===== config.mk =====
export PLATFORM = sky130hd
export DESIGN_NAME = clrm_rail_mapper
export DESIGN_NICKNAME = d
export VERILOG_FILES = /design/src/clrm_ctl_reg.v /design/src/clrm_rail_mapper.v
export VERILOG_INCLUDE_DIRS = /design/src
export SDC_FILE = /design/constraint.sdc
export NUM_CORES = 1
export LEC_CHECK = 0
export BUFFER_PORTS_ARGS = -buffer_cell sky130_fd_sc_hd__clkbuf_2
export CAP_MARGIN = 20
export CORE_ASPECT_RATIO = 0.9
export CORE_MARGIN = 2
export CORE_UTILIZATION = 50
export CTS_BUF_LIST = sky130_fd_sc_hd__clkbuf_8
export CTS_CLUSTER_SIZE = 14
export DETAILED_ROUTE_END_ITERATION = 10
export PLACE_DENSITY = 0.74
export SLEW_MARGIN = 15
export SYNTH_ARGS = -nofsm -noshare
export SYNTH_HDL_FRONTEND = slang
export SYNTH_HIERARCHICAL = 1
export SYNTH_SLANG_ARGS = --single-unit

===== constraint.sdc =====
create_clock -name clk -period 5 [get_ports clk]
set_input_delay 0.5 -clock clk [delete_from_list [all_inputs] [get_ports clk]]
set_output_delay 0.5 -clock clk [all_outputs]
set_load 0.03 [all_outputs]

===== src/clrm_regs.vh =====
// Purpose: Offsets, field positions, reset values and codes of the comm rail mapper
// Assumes: Included by bare name from every clrm design file
// Notes:   Definitions only
`ifndef CLRM_REGS_VH
`define CLRM_REGS_VH

// Register byte addresses
`define CLRM_IO_ADDR      8'h4a
`define CLRM_WL_ADDR      8'h4b
`define CLRM_C18_ADDR     8'h4c
`define CLRM_NREG         3

// Reset value of every control register
`define CLRM_RST_VAL      8'h24

// Field positions
`define CLRM_ST_LSB       0
`define CLRM_ST_MSB       2
`define CLRM_EX_LSB       3
`define CLRM_EX_MSB       5
`define CLRM_SEL_LSB      6
`define CLRM_SEL_MSB      7

// Bit that marks a state code as meaningful (codes 4..7)
`define CLRM_CODE_VALID   2

// Rail state encoding on the outputs
`define CLRM_RAIL_OFF     2'h0
`define CLRM_RAIL_LOW     2'h1
`define CLRM_RAIL_ACT     2'h2

// Voltage selection codes
`define CLRM_SEL_A        2'h0
`define CLRM_SEL_B        2'h1

// Read data for an unmapped address
`define CLRM_UNMAPPED     8'h00

`endif

===== src/clrm_ctl_reg.v =====
// Purpose: One 8-bit rail control register with its effective state and selection
// Assumes: Write strobe and exit event come from logic on clk
// Notes:   Reserved codes are stored but never reach the effective outputs
`timescale 1ns/1ps
`default_nettype none
`include "clrm_regs.vh"

module clrm_ctl_reg #(
    parameter [7:0] ADDR    = 8'h00,
    parameter [0:0] HAS_SEL = 1'b1
) (
    // Clock and reset
    input  wire       clk,
    input  wire       resetn,
    // Register write port
    input  wire [7:0] reg_addr,
    input  wire       reg_wr,
    input  wire [7:0] reg_wdata,
    // Standby exit event, one cycle
    input  wire       exit_evt,
    // Register contents and decoded values
    output reg  [7:0] reg_q,
    output reg  [1:0] state_q,
    output reg  [1:0] sel_q
);

    reg [7:0] reg_d;
    reg [1:0] state_d;
    reg [1:0] sel_d;

    always @* begin
        reg_d   = reg_q;
        state_d = state_q;
        sel_d   = sel_q;
        if (reg_wr && (reg_addr == ADDR)) begin
            reg_d = reg_wdata;
            if (!HAS_SEL) begin
                reg_d[`CLRM_SEL_MSB:`CLRM_SEL_LSB] = 2'h0;
            end
        end
        // Exit codes 0..3 mean do not copy
        if (exit_evt && reg_d[`CLRM_EX_MSB]) begin
            reg_d[`CLRM_ST_MSB:`CLRM_ST_LSB] = reg_d[`CLRM_EX_MSB:`CLRM_EX_LSB];
        end
        // Reserved state codes keep the rail where it was
        if (reg_d[`CLRM_ST_LSB + `CLRM_CODE_VALID]) begin
            if (reg_d[`CLRM_ST_LSB + 1]) begin
                state_d = `CLRM_RAIL_ACT;
            end else if (reg_d[`CLRM_ST_LSB]) begin
                state_d = `CLRM_RAIL_LOW;
            end else begin
                state_d = `CLRM_RAIL_OFF;
            end
        end
        // Only codes 0 and 1 select a voltage
        if (HAS_SEL && !reg_d[`CLRM_SEL_MSB]) begin
            sel_d = reg_d[`CLRM_SEL_MSB:`CLRM_SEL_LSB];
        end
    end

    always @(posedge clk or negedge resetn) begin
        if (!resetn) begin
            reg_q   <= `CLRM_RST_VAL;
            state_q <= `CLRM_RAIL_OFF;
            sel_q   <= `CLRM_SEL_A;
        end else begin
            reg_q   <= reg_d;
            state_q <= state_d;
            sel_q   <= sel_d;
        end
    end

endmodule // clrm_ctl_reg

`default_nettype wire


===== src/clrm_rail_mapper.v =====
// Purpose: Maps the io and wireless rail registers onto the two comm regulators
// Assumes: Chip register interface on clk; standby exit pin is asynchronous
// Notes:   Exit copy acts on the rising edge of the synchronised pin
//
// Contract
// - State field 2:0, exit field 5:3 decoded
// - Standby exit loads exit states into rails
// - Io register bits 7:6 select 1.8/2.5 V
// - Wireless register bits 7:6 select 1.2/1.3 V
// - Io at 1.8 V drives positioning regulator
// - Io at 2.5 V drives wlan regulator
// - Wireless at 1.2 V drives wlan regulator
// - Wireless at 1.3 V drives positioning regulator
// - Positioning at 1.3 V raises 1.5 V switcher
// - Io register at 0x4a, reset 0x24
// - Wireless register at 0x4b, reset 0x24
// - Positioning regulator discharged while off
// - Standalone 1.8 V regulator register at 0x4c
`timescale 1ns/1ps
`default_nettype none
`include "clrm_regs.vh"

module clrm_rail_mapper (
    // Clock and reset
    input  wire       clk,
    input  wire       resetn,
    // Chip register interface
    input  wire [7:0] reg_addr,
    input  wire       reg_wr,
    input  wire [7:0] reg_wdata,
    input  wire       reg_rd,
    output reg  [7:0] reg_rdata,
    output reg        reg_rvalid,
    // Standby exit pin
    input  wire       standby_exit_pin,
    // Positioning regulator
    output reg  [1:0] positioning_regulator_state,
    output reg        positioning_regulator_vsel_1v3,
    output reg        positioning_regulator_discharge,
    // Wlan regulator
    output reg  [1:0] wlan_regulator_state,
    output reg        wlan_regulator_vsel_2v5,
    output reg        wlan_regulator_discharge,
    // Standalone 1.8 V comm regulator
    output reg  [1:0] comm18_regulator_state,
    output reg        comm18_regulator_discharge,
    // Supply and status
    output reg        supply_1v5_switcher_boost,
    output reg        rail_conflict
);

    localparam integer IO_IDX  = 0;
    localparam integer WL_IDX  = 1;
    localparam integer C18_IDX = 2;

    // Pin synchroniser and edge detect
    reg        exit_meta_q;
    reg        exit_sync_q;
    reg        exit_prev_q;
    wire       exit_evt;

    always @(posedge clk or negedge resetn) begin
        if (!resetn) begin
            exit_meta_q <= 1'b0;
            exit_sync_q <= 1'b0;
            exit_prev_q <= 1'b0;
        end else begin
            exit_meta_q <= standby_exit_pin;
            exit_sync_q <= exit_meta_q;
            exit_prev_q <= exit_sync_q;
        end
    end

    // A pin held high copies once; later writes then stick
    assign exit_evt = exit_sync_q & ~exit_prev_q;

    // Control registers
    wire [8*`CLRM_NREG-1:0] reg_flat;
    wire [2*`CLRM_NREG-1:0] state_flat;
    wire [2*`CLRM_NREG-1:0] sel_flat;

    genvar gi;
    generate
        for (gi = 0; gi < `CLRM_NREG; gi = gi + 1) begin : g_reg
            clrm_ctl_reg #(
                .ADDR    ((gi == IO_IDX) ? `CLRM_IO_ADDR :
                          (gi == WL_IDX) ? `CLRM_WL_ADDR : `CLRM_C18_ADDR),
                .HAS_SEL ((gi == C18_IDX) ? 1'b0 : 1'b1)
            ) u_reg (
                .clk       (clk),
                .resetn    (resetn),
                .reg_addr  (reg_addr),
                .reg_wr    (reg_wr),
                .reg_wdata (reg_wdata),
                .exit_evt  (exit_evt),
                .reg_q     (reg_flat[8*gi +: 8]),
                .state_q   (state_flat[2*gi +: 2]),
                .sel_q     (sel_flat[2*gi +: 2])
            );
        end
    endgenerate

    wire [1:0] io_state  = state_flat[2*IO_IDX +: 2];
    wire [1:0] io_sel    = sel_flat[2*IO_IDX +: 2];
    wire [1:0] wl_state  = state_flat[2*WL_IDX +: 2];
    wire [1:0] wl_sel    = sel_flat[2*WL_IDX +: 2];
    wire [1:0] c18_state = state_flat[2*C18_IDX +: 2];

    // Routing of register state onto regulators
    reg [1:0] pos_state_d;
    reg       pos_1v3_d;
    reg [1:0] wlan_state_d;
    reg       wlan_2v5_d;
    reg       conflict_d;

    always @* begin
        pos_state_d  = `CLRM_RAIL_OFF;
        pos_1v3_d    = 1'b0;
        wlan_state_d = `CLRM_RAIL_OFF;
        wlan_2v5_d   = 1'b0;
        // Wireless first so the io register wins a conflict
        if (wl_sel == `CLRM_SEL_A) begin
            wlan_state_d = wl_state;
            wlan_2v5_d   = 1'b0;
        end else begin
            pos_state_d  = wl_state;
            pos_1v3_d    = 1'b1;
        end
        if (io_sel == `CLRM_SEL_A) begin
            pos_state_d  = io_state;
            pos_1v3_d    = 1'b0;
        end else begin
            wlan_state_d = io_state;
            wlan_2v5_d   = 1'b1;
        end
        // Firmware is trusted here; flag only, no protection
        conflict_d = (io_sel == wl_sel) ? 1'b0 : 1'b1;
    end

    // Output flops
    always @(posedge clk or negedge resetn) begin
        if (!resetn) begin
            positioning_regulator_state     <= `CLRM_RAIL_OFF;
            positioning_regulator_vsel_1v3  <= 1'b0;
            positioning_regulator_discharge <= 1'b1;
            wlan_regulator_state            <= `CLRM_RAIL_OFF;
            wlan_regulator_vsel_2v5         <= 1'b0;
            wlan_regulator_discharge        <= 1'b1;
            comm18_regulator_state          <= `CLRM_RAIL_OFF;
            comm18_regulator_discharge      <= 1'b1;
            supply_1v5_switcher_boost       <= 1'b0;
            rail_conflict                   <= 1'b0;
        end else begin
            positioning_regulator_state     <= pos_state_d;
            positioning_regulator_vsel_1v3  <= pos_1v3_d;
            positioning_regulator_discharge <= (pos_state_d == `CLRM_RAIL_OFF);
            wlan_regulator_state            <= wlan_state_d;
            wlan_regulator_vsel_2v5         <= wlan_2v5_d;
            wlan_regulator_discharge        <= (wlan_state_d == `CLRM_RAIL_OFF);
            comm18_regulator_state          <= c18_state;
            comm18_regulator_discharge      <= (c18_state == `CLRM_RAIL_OFF);
            supply_1v5_switcher_boost       <= pos_1v3_d;
            rail_conflict                   <= conflict_d;
        end
    end

    // Register read, one cycle latency
    reg [7:0] rdata_d;

    always @* begin
        case (reg_addr)
            `CLRM_IO_ADDR:  rdata_d = reg_flat[8*IO_IDX +: 8];
            `CLRM_WL_ADDR:  rdata_d = reg_flat[8*WL_IDX +: 8];
            `CLRM_C18_ADDR: rdata_d = reg_flat[8*C18_IDX +: 8];
            default:        rdata_d = `CLRM_UNMAPPED;
        endcase
    end

    always @(posedge clk or negedge resetn) begin
        if (!resetn) begin
            reg_rdata  <= `CLRM_UNMAPPED;
            reg_rvalid <= 1'b0;
        end else begin
            reg_rvalid <= reg_rd;
            if (reg_rd) begin
                reg_rdata <= rdata_d;
            end
        end
    end

endmodule // clrm_rail_mapper

`default_nettype wire


==> flow_summary_export.csv, run 1 <==
group,metric,value,unit
floorplan,rows,26,
placement,gp_routability_congestion,0.796,
critical_path,critPathRequiredTime,5.20,ns
critical_path,critPathMaxFanout,12,
sta,slew_violations,0,
finish,register_area,1360,um2
sta,tightest_slew,0.744,ns
sta,rsz0062_at_grt,"no",
sta,finalHoldViolCount,0,
route,drt_iter0_drc,173,
global_route,grt_pass1_vias,1905,
route,wl_per_cell,16.1,um
floorplan,die_h,75.7,um
clock_network,cts_num_sinks,54,
critical_path,endpoint,"g_reg[1].u_reg/sel_q[0]",
route,drc_errors,0,
logic_synthesis,yosys_warnings,6,
finish,fin_cells,343,
route,via_per_inst,5.73,
power_and_ir_drop,cellLeakagePower,1.46,nW
clock_network,cts_buffers,5,
sta,final-setup-viol-count,0,
floorplan,fp.dieArea,6340,um2
sta,min_period,2.19,ns
critical_path,crit_type,"primary input to register",
global_route,grt_pass1_wl,9190,um
floorplan,die_w,83.7,um
route,drt_wl_total,5530,um
global_route,antenna_found_initial,0,
route,ant_nets,0,
critical_path,r2r_cells,6,
route,first_pass_iters,4,
clock_network,worstSkewPairLatency,0.30,ns
clock_network,hold_buffers,0,
power_and_ir_drop,powerDensity,334,nW/um2
finish,multi_input_area,1330,um2
floorplan,initial_utilization,51.1,%
clock_network,path_clk_slew,0.09,ns
placement,hpwl,4020,um
global_route,grt_start_max_net_pins,55,
critical_path,rrSetupSlack,3.28,ns
floorplan,top_level_ports,43,
critical_path,startpoint_type,"primary input",
clock_network,cts-root-buf,"clkbuf_8",
hold_path,hp-class,"primary input to register",
clock_network,clock_path_buffers,2,
critical_path,reg2reg_from,"exit_prev_q",
critical_path,endpoint_kind,"register",
clock_network,cts_tree,"yes",
clock_network,cts_resized,0,
critical_path,cp.arrival,2.40,ns
power_and_ir_drop,vdd_drop_max,0.207,mV
clock_network,htreeDepth,2,
logic_synthesis,synth_area_per_cell,12.2,um2
critical_path,rr_endpoint,"g_reg[2].u_reg/state_q[0]",
sta,fin_worst_skew,0.00766,ns
finish,nFillCells,468,
placement,dp.cells,335,
logic_synthesis,netlist_instances,235,
finish,antenna_cells,0,
sta,relSlewSlack,50.0,%
finish,layout-drive-gt1-share,42.5,%
sta,timing.final.crit_share,43.9,%
floorplan,core,5600,um2
clock_network,postCtsSetupBuffers,0,
outcome,status,"complete, no violations",
sta,setup_tns,0,ns
route,dr_total_vias,1965,
global_route,grt_overflow,0,
global_route,grtUsageTotal,18.5,%
logic_synthesis,synth.cell_area,2860,um2
flow_run,drv_cap,0,
sta,fmax,456,MHz
critical_path,startpoint,"reg_addr[5]",
finish,fin_nets,293,
placement,io_buffers,42,
finish,area_growth,11.1,%
[worst min-delay path by stage]
stage,start,to,slack [ns],depth (start not counted)
finish,standby_exit_pin,exit_meta_q,0.30,1
global route,standby_exit_pin,exit_meta_q,0.29,1
CTS,standby_exit_pin,exit_meta_q,0.30,1
detailed placement,exit_meta_q,exit_sync_q,0.35,0
global placement,exit_meta_q,exit_sync_q,0.34,0
floorplan,resetn,comm18_regulator_state[0],0.20,0
[worst max-delay path, stage by stage]
cell and delay (ns):
clkbuf_2 0.13, or3_4 0.41, nor4_4 0.64, mux2_2 0.43
a221oi_1 0.29
[per-layer routing]
| layer | global-route usage (%) | vias to the layer above | wire, um |
|---|---|---|---|
| met3 | 4.12 | 7 | 294 |
| met2 | 30.0 | 47 | 2610 |
| li1 | - | 950 | - |
| met4 | 5.91 | 0 | 39 |
| met5 | 0 | - | 0 |
| met1 | 25.5 | 961 | 2590 |
[layout make-up]
cell class,instances,share of cell area [%]
Inverter,15,1.77
Multi-Input combinational cell,152,42.0
Timing Repair Buffer,44,7.09
Sequential cell,54,42.9
Clock buffer,5,2.17
Tap cell,70,2.76
Clock inverter,3,1.30
[cells in the final DEF, fill, tap and decap left out, drive strengths merged, types with 2 or more instances in the layout]
master,count
conb,4
a211oi,9
and4bb,18
mux2,25
dfstp,9
xnor2,2
mux2i,3
a21bo,6
a221oi,7
nor3b,2
nand2,7
nand4,3
nor3,5
clkbuf,47
buf,2
and3b,4
a21oi,14
a22o,4
nor2,8
and3,6
nand3,7
inv,16
a31oi,3
o22ai,8
dfrtp,45
[where the power goes]
group          internal [mW]  switching, mW
combinational         0.0970          0.134
clock                  0.147          0.138
sequential             0.504         0.0412
total                  0.749          0.313
[stage by stage]
stage / power [mW] / hold slack, ns / instance area, um2 / utilization, % / setup WS [ns]
after floorplan: 0.710 / 0.204 / 2860 / - / 2.98
after global placement: 0.780 / 0.344 / 3070 / 54.8 / 2.50
after detailed placement: 0.786 / 0.346 / 3070 / 54.8 / 2.48
after CTS: 1.07 / 0.296 / 3180 / 56.8 / 2.79
after global routing: 1.12 / 0.287 / 3180 / 56.8 / 2.69
final: 1.06 / 0.297 / 3180 / 56.8 / 2.81
[flip-flops by register name, indices dropped and copies added (netlist names)]
register                         flops
supply_1v5_switcher_boost            1
comm18_regulator_state               2
positioning_regulator_state          2
reg_rdata                            8
exit_prev_q                          1
exit_meta_q                          1
rail_conflict                        1
positioning_regulator_discharge      1
g.u_reg/reg_q                       22
reg_rvalid                           1
wlan_regulator_discharge             1
wlan_regulator_vsel_2v5              1
g.u_reg/sel_q                        2
exit_sync_q                          1
g.u_reg/state_q                      6
comm18_regulator_discharge           1
wlan_regulator_state                 2
Power figures use the tool's default switching activity.
==> inputs of run 2 (changes only) <==
==> constraint.sdc (replaced) <==
create_clock -name clk -period 2.24 [get_ports clk]
set_input_delay 0.224 -clock clk [delete_from_list [all_inputs] [get_ports clk]]
set_output_delay 0.224 -clock clk [all_outputs]
set_load 0.03 [all_outputs]
==> flow_summary_export.csv, run 2 (same netlist as run 1, synthesis figures left out) <==
group,metric,value,unit
clock_network,path_clk_slew,0.10,ns
route,drc_errors,0,
sta,setup_tns,0,ns
route,wl_per_cell,16.4,um
sta,fmax,573,MHz
finish,antenna_cells,0,
hold_path,hp-class,"primary input to register",
sta,rsz0062_at_grt,"no",
sta,final-setup-viol-count,0,
critical_path,crit_family,"multiplexers",
clock_network,worstSkewPairLatency,0.31,ns
sta,tightest_slew,0.587,ns
finish,fin_nets,298,
placement,dp_slack,0.173,ns
clock_network,cts-root-buf,"clkbuf_8",
clock_network,htreeDepth,2,
critical_path,reg2reg_from,"exit_sync_q",
floorplan,rows,26,
sta,fin_ws,0.496,ns
route,drt_wl_total,5720,um
finish,largest_reg_flops,22,
power_and_ir_drop,cellLeakagePower,1.49,nW
finish,fin_cells,348,
clock_network,clock_path_buffers,2,
placement,gp_routability_congestion,0.802,
finish,area_growth,13.1,%
power_and_ir_drop,p_sw_share,30.0,%
finish,reg_top3,"g.u_reg/reg_q: 22 flops, reg_rdata: 8 flops, g.u_reg/state_q: 6 flops",
critical_path,crit_type,"register to register",
outcome,status,"complete, no violations",
sta,relSlewSlack,60.8,%
sta,slew_violations,0,
global_route,grt_start_max_net_pins,34,
floorplan,die_h,75.7,um
clock_network,hold_buffers,1,
sta,fin_worst_skew,0.0118,ns
sta,timing.final.crit_share,77.9,%
global_route,grt_pass1_wl,9360,um
critical_path,critPathRequiredTime,2.44,ns
finish,layout-drive-gt1-share,43.2,%
critical_path,endpoint_kind,"register",
route,via_per_inst,5.67,
critical_path,startpoint_type,"register",
floorplan,die_w,83.7,um
critical_path,path_buf_inv,1,
critical_path,cp.arrival,1.94,ns
clock_network,cts_num_sinks,54,
sta,min_period,1.74,ns
critical_path,cp_slowest_cell,"dfrtp_1",
finish,final_common_cell,"dfrtp_1",
route,ant_nets,0,
placement,dpl_cell_area,3100,um2
finish,stdcell_area,3230,um2
critical_path,cpPeakStageDelay,0.35,ns
global_route,grtUsageTotal,19.0,%
power_and_ir_drop,powerDensity,744,nW/um2
sta,hold_slack,0.156,ns
placement,io_buffers,42,
power_and_ir_drop,pwr-share-clk,27.7,%
clock_network,cts_resized,0,
global_route,antenna_found_initial,0,
critical_path,cp_cell_sequence,"nor2b_1 > buf_4 > and3_1 > a221oi_1 > mux2_2 > mux2_1",
hold_path,min_from,"reg_rd",
clock_network,postCtsSetupBuffers,0,
finish,layout_common_cells,"dfrtp_1 (45), clkbuf_2 (42), mux2_2 (20)",
sta,finalHoldViolCount,0,
route,drt_iter0_drc,138,
global_route,grt_pass1_vias,1852,
critical_path,startpoint,"exit_sync_q",
finish,nFillCells,461,
route,first_pass_iters,4,
global_route,grt_overflow,0,
power_and_ir_drop,internal_power,1.68,mW
critical_path,critPathMaxFanout,30,
power_and_ir_drop,p_sw,0.722,mW
power_and_ir_drop,seqPwrFrac,50.5,%
route,dr_total_vias,1973,
power_and_ir_drop,p_comb_share,21.8,%
power_and_ir_drop,vdd_drop_max,0.404,mV
finish,top_register,"g.u_reg/reg_q",
clock_network,cts_buffers,5,
floorplan,top_level_ports,43,
placement,dp.cells,338,
floorplan,core,5600,um2
placement,hpwl,4130,um
floorplan,initial_utilization,51.1,%
clock_network,cts_tree,"yes",
floorplan,fp.dieArea,6340,um2
flow_run,drv_cap,0,
## run 2: cell types whose count changed in the layout (fill, tap and decap cells not counted), sizes merged
cell,change
dlygate4sd3,+2
clkinvlp,-1
buf,+3
clkinv,+1
## run 2: cell type report
class	count	area [um2]	share of cell area, %
clock buffer	5	68.8	2.13
timing repair buffer	49	280	8.67
multi-input combinational	152	1330	41.3
tap	70	87.6	2.71
sequential	54	1360	42.1
clock inverter	3	43.8	1.35
inverter	15	56.3	1.74
## run 2: routing by layer
layer | wire [um] | track usage, %
met3 | 298 | 4.33
met2 | 2530 | 28.4
met1 | 2800 | 27.3
met5 | 0 | 0
met4 | 95 | 7.17
## run 2: worst paths after layout
check / to / slack, ns / depth (start not counted)
max: g_reg[2].u_reg/state_q[0] / 0.50 / 6
min: reg_rvalid / 0.16 / 1
max reg2reg: g_reg[2].u_reg/state_q[0] / 0.50 / 6
min reg2reg: exit_sync_q / 0.37 / 0
max in group asynchronous: g_reg[0].u_reg/reg_q[2] / 1.15 / 3
min in group asynchronous: reg_rdata[4] / 0.44 / 2
## run 2: through the flow
| step | power (mW) | utilization (%) |
|---|---|---|
| global placement | 1.74 | 55.4 |
| global route | 2.54 | 57.8 |
| floorplan | 1.59 | - |
| detailed placement | 1.76 | 55.4 |
| finish | 2.41 | 57.8 |
| CTS | 2.43 | 57.6 |
## run 2: power groups by stage
stage / combinational, mW / clock [mW] / sequential, mW
6_report: 0.524 / 0.667 / 1.21
5_1_grt: 0.577 / 0.724 / 1.23
4_1_cts: 0.528 / 0.685 / 1.21
3_5_place_dp: 0.525 / 0 / 1.23
3_3_place_gp: 0.516 / 0 / 1.23
2_1_floorplan: 0.268 / 0 / 1.32
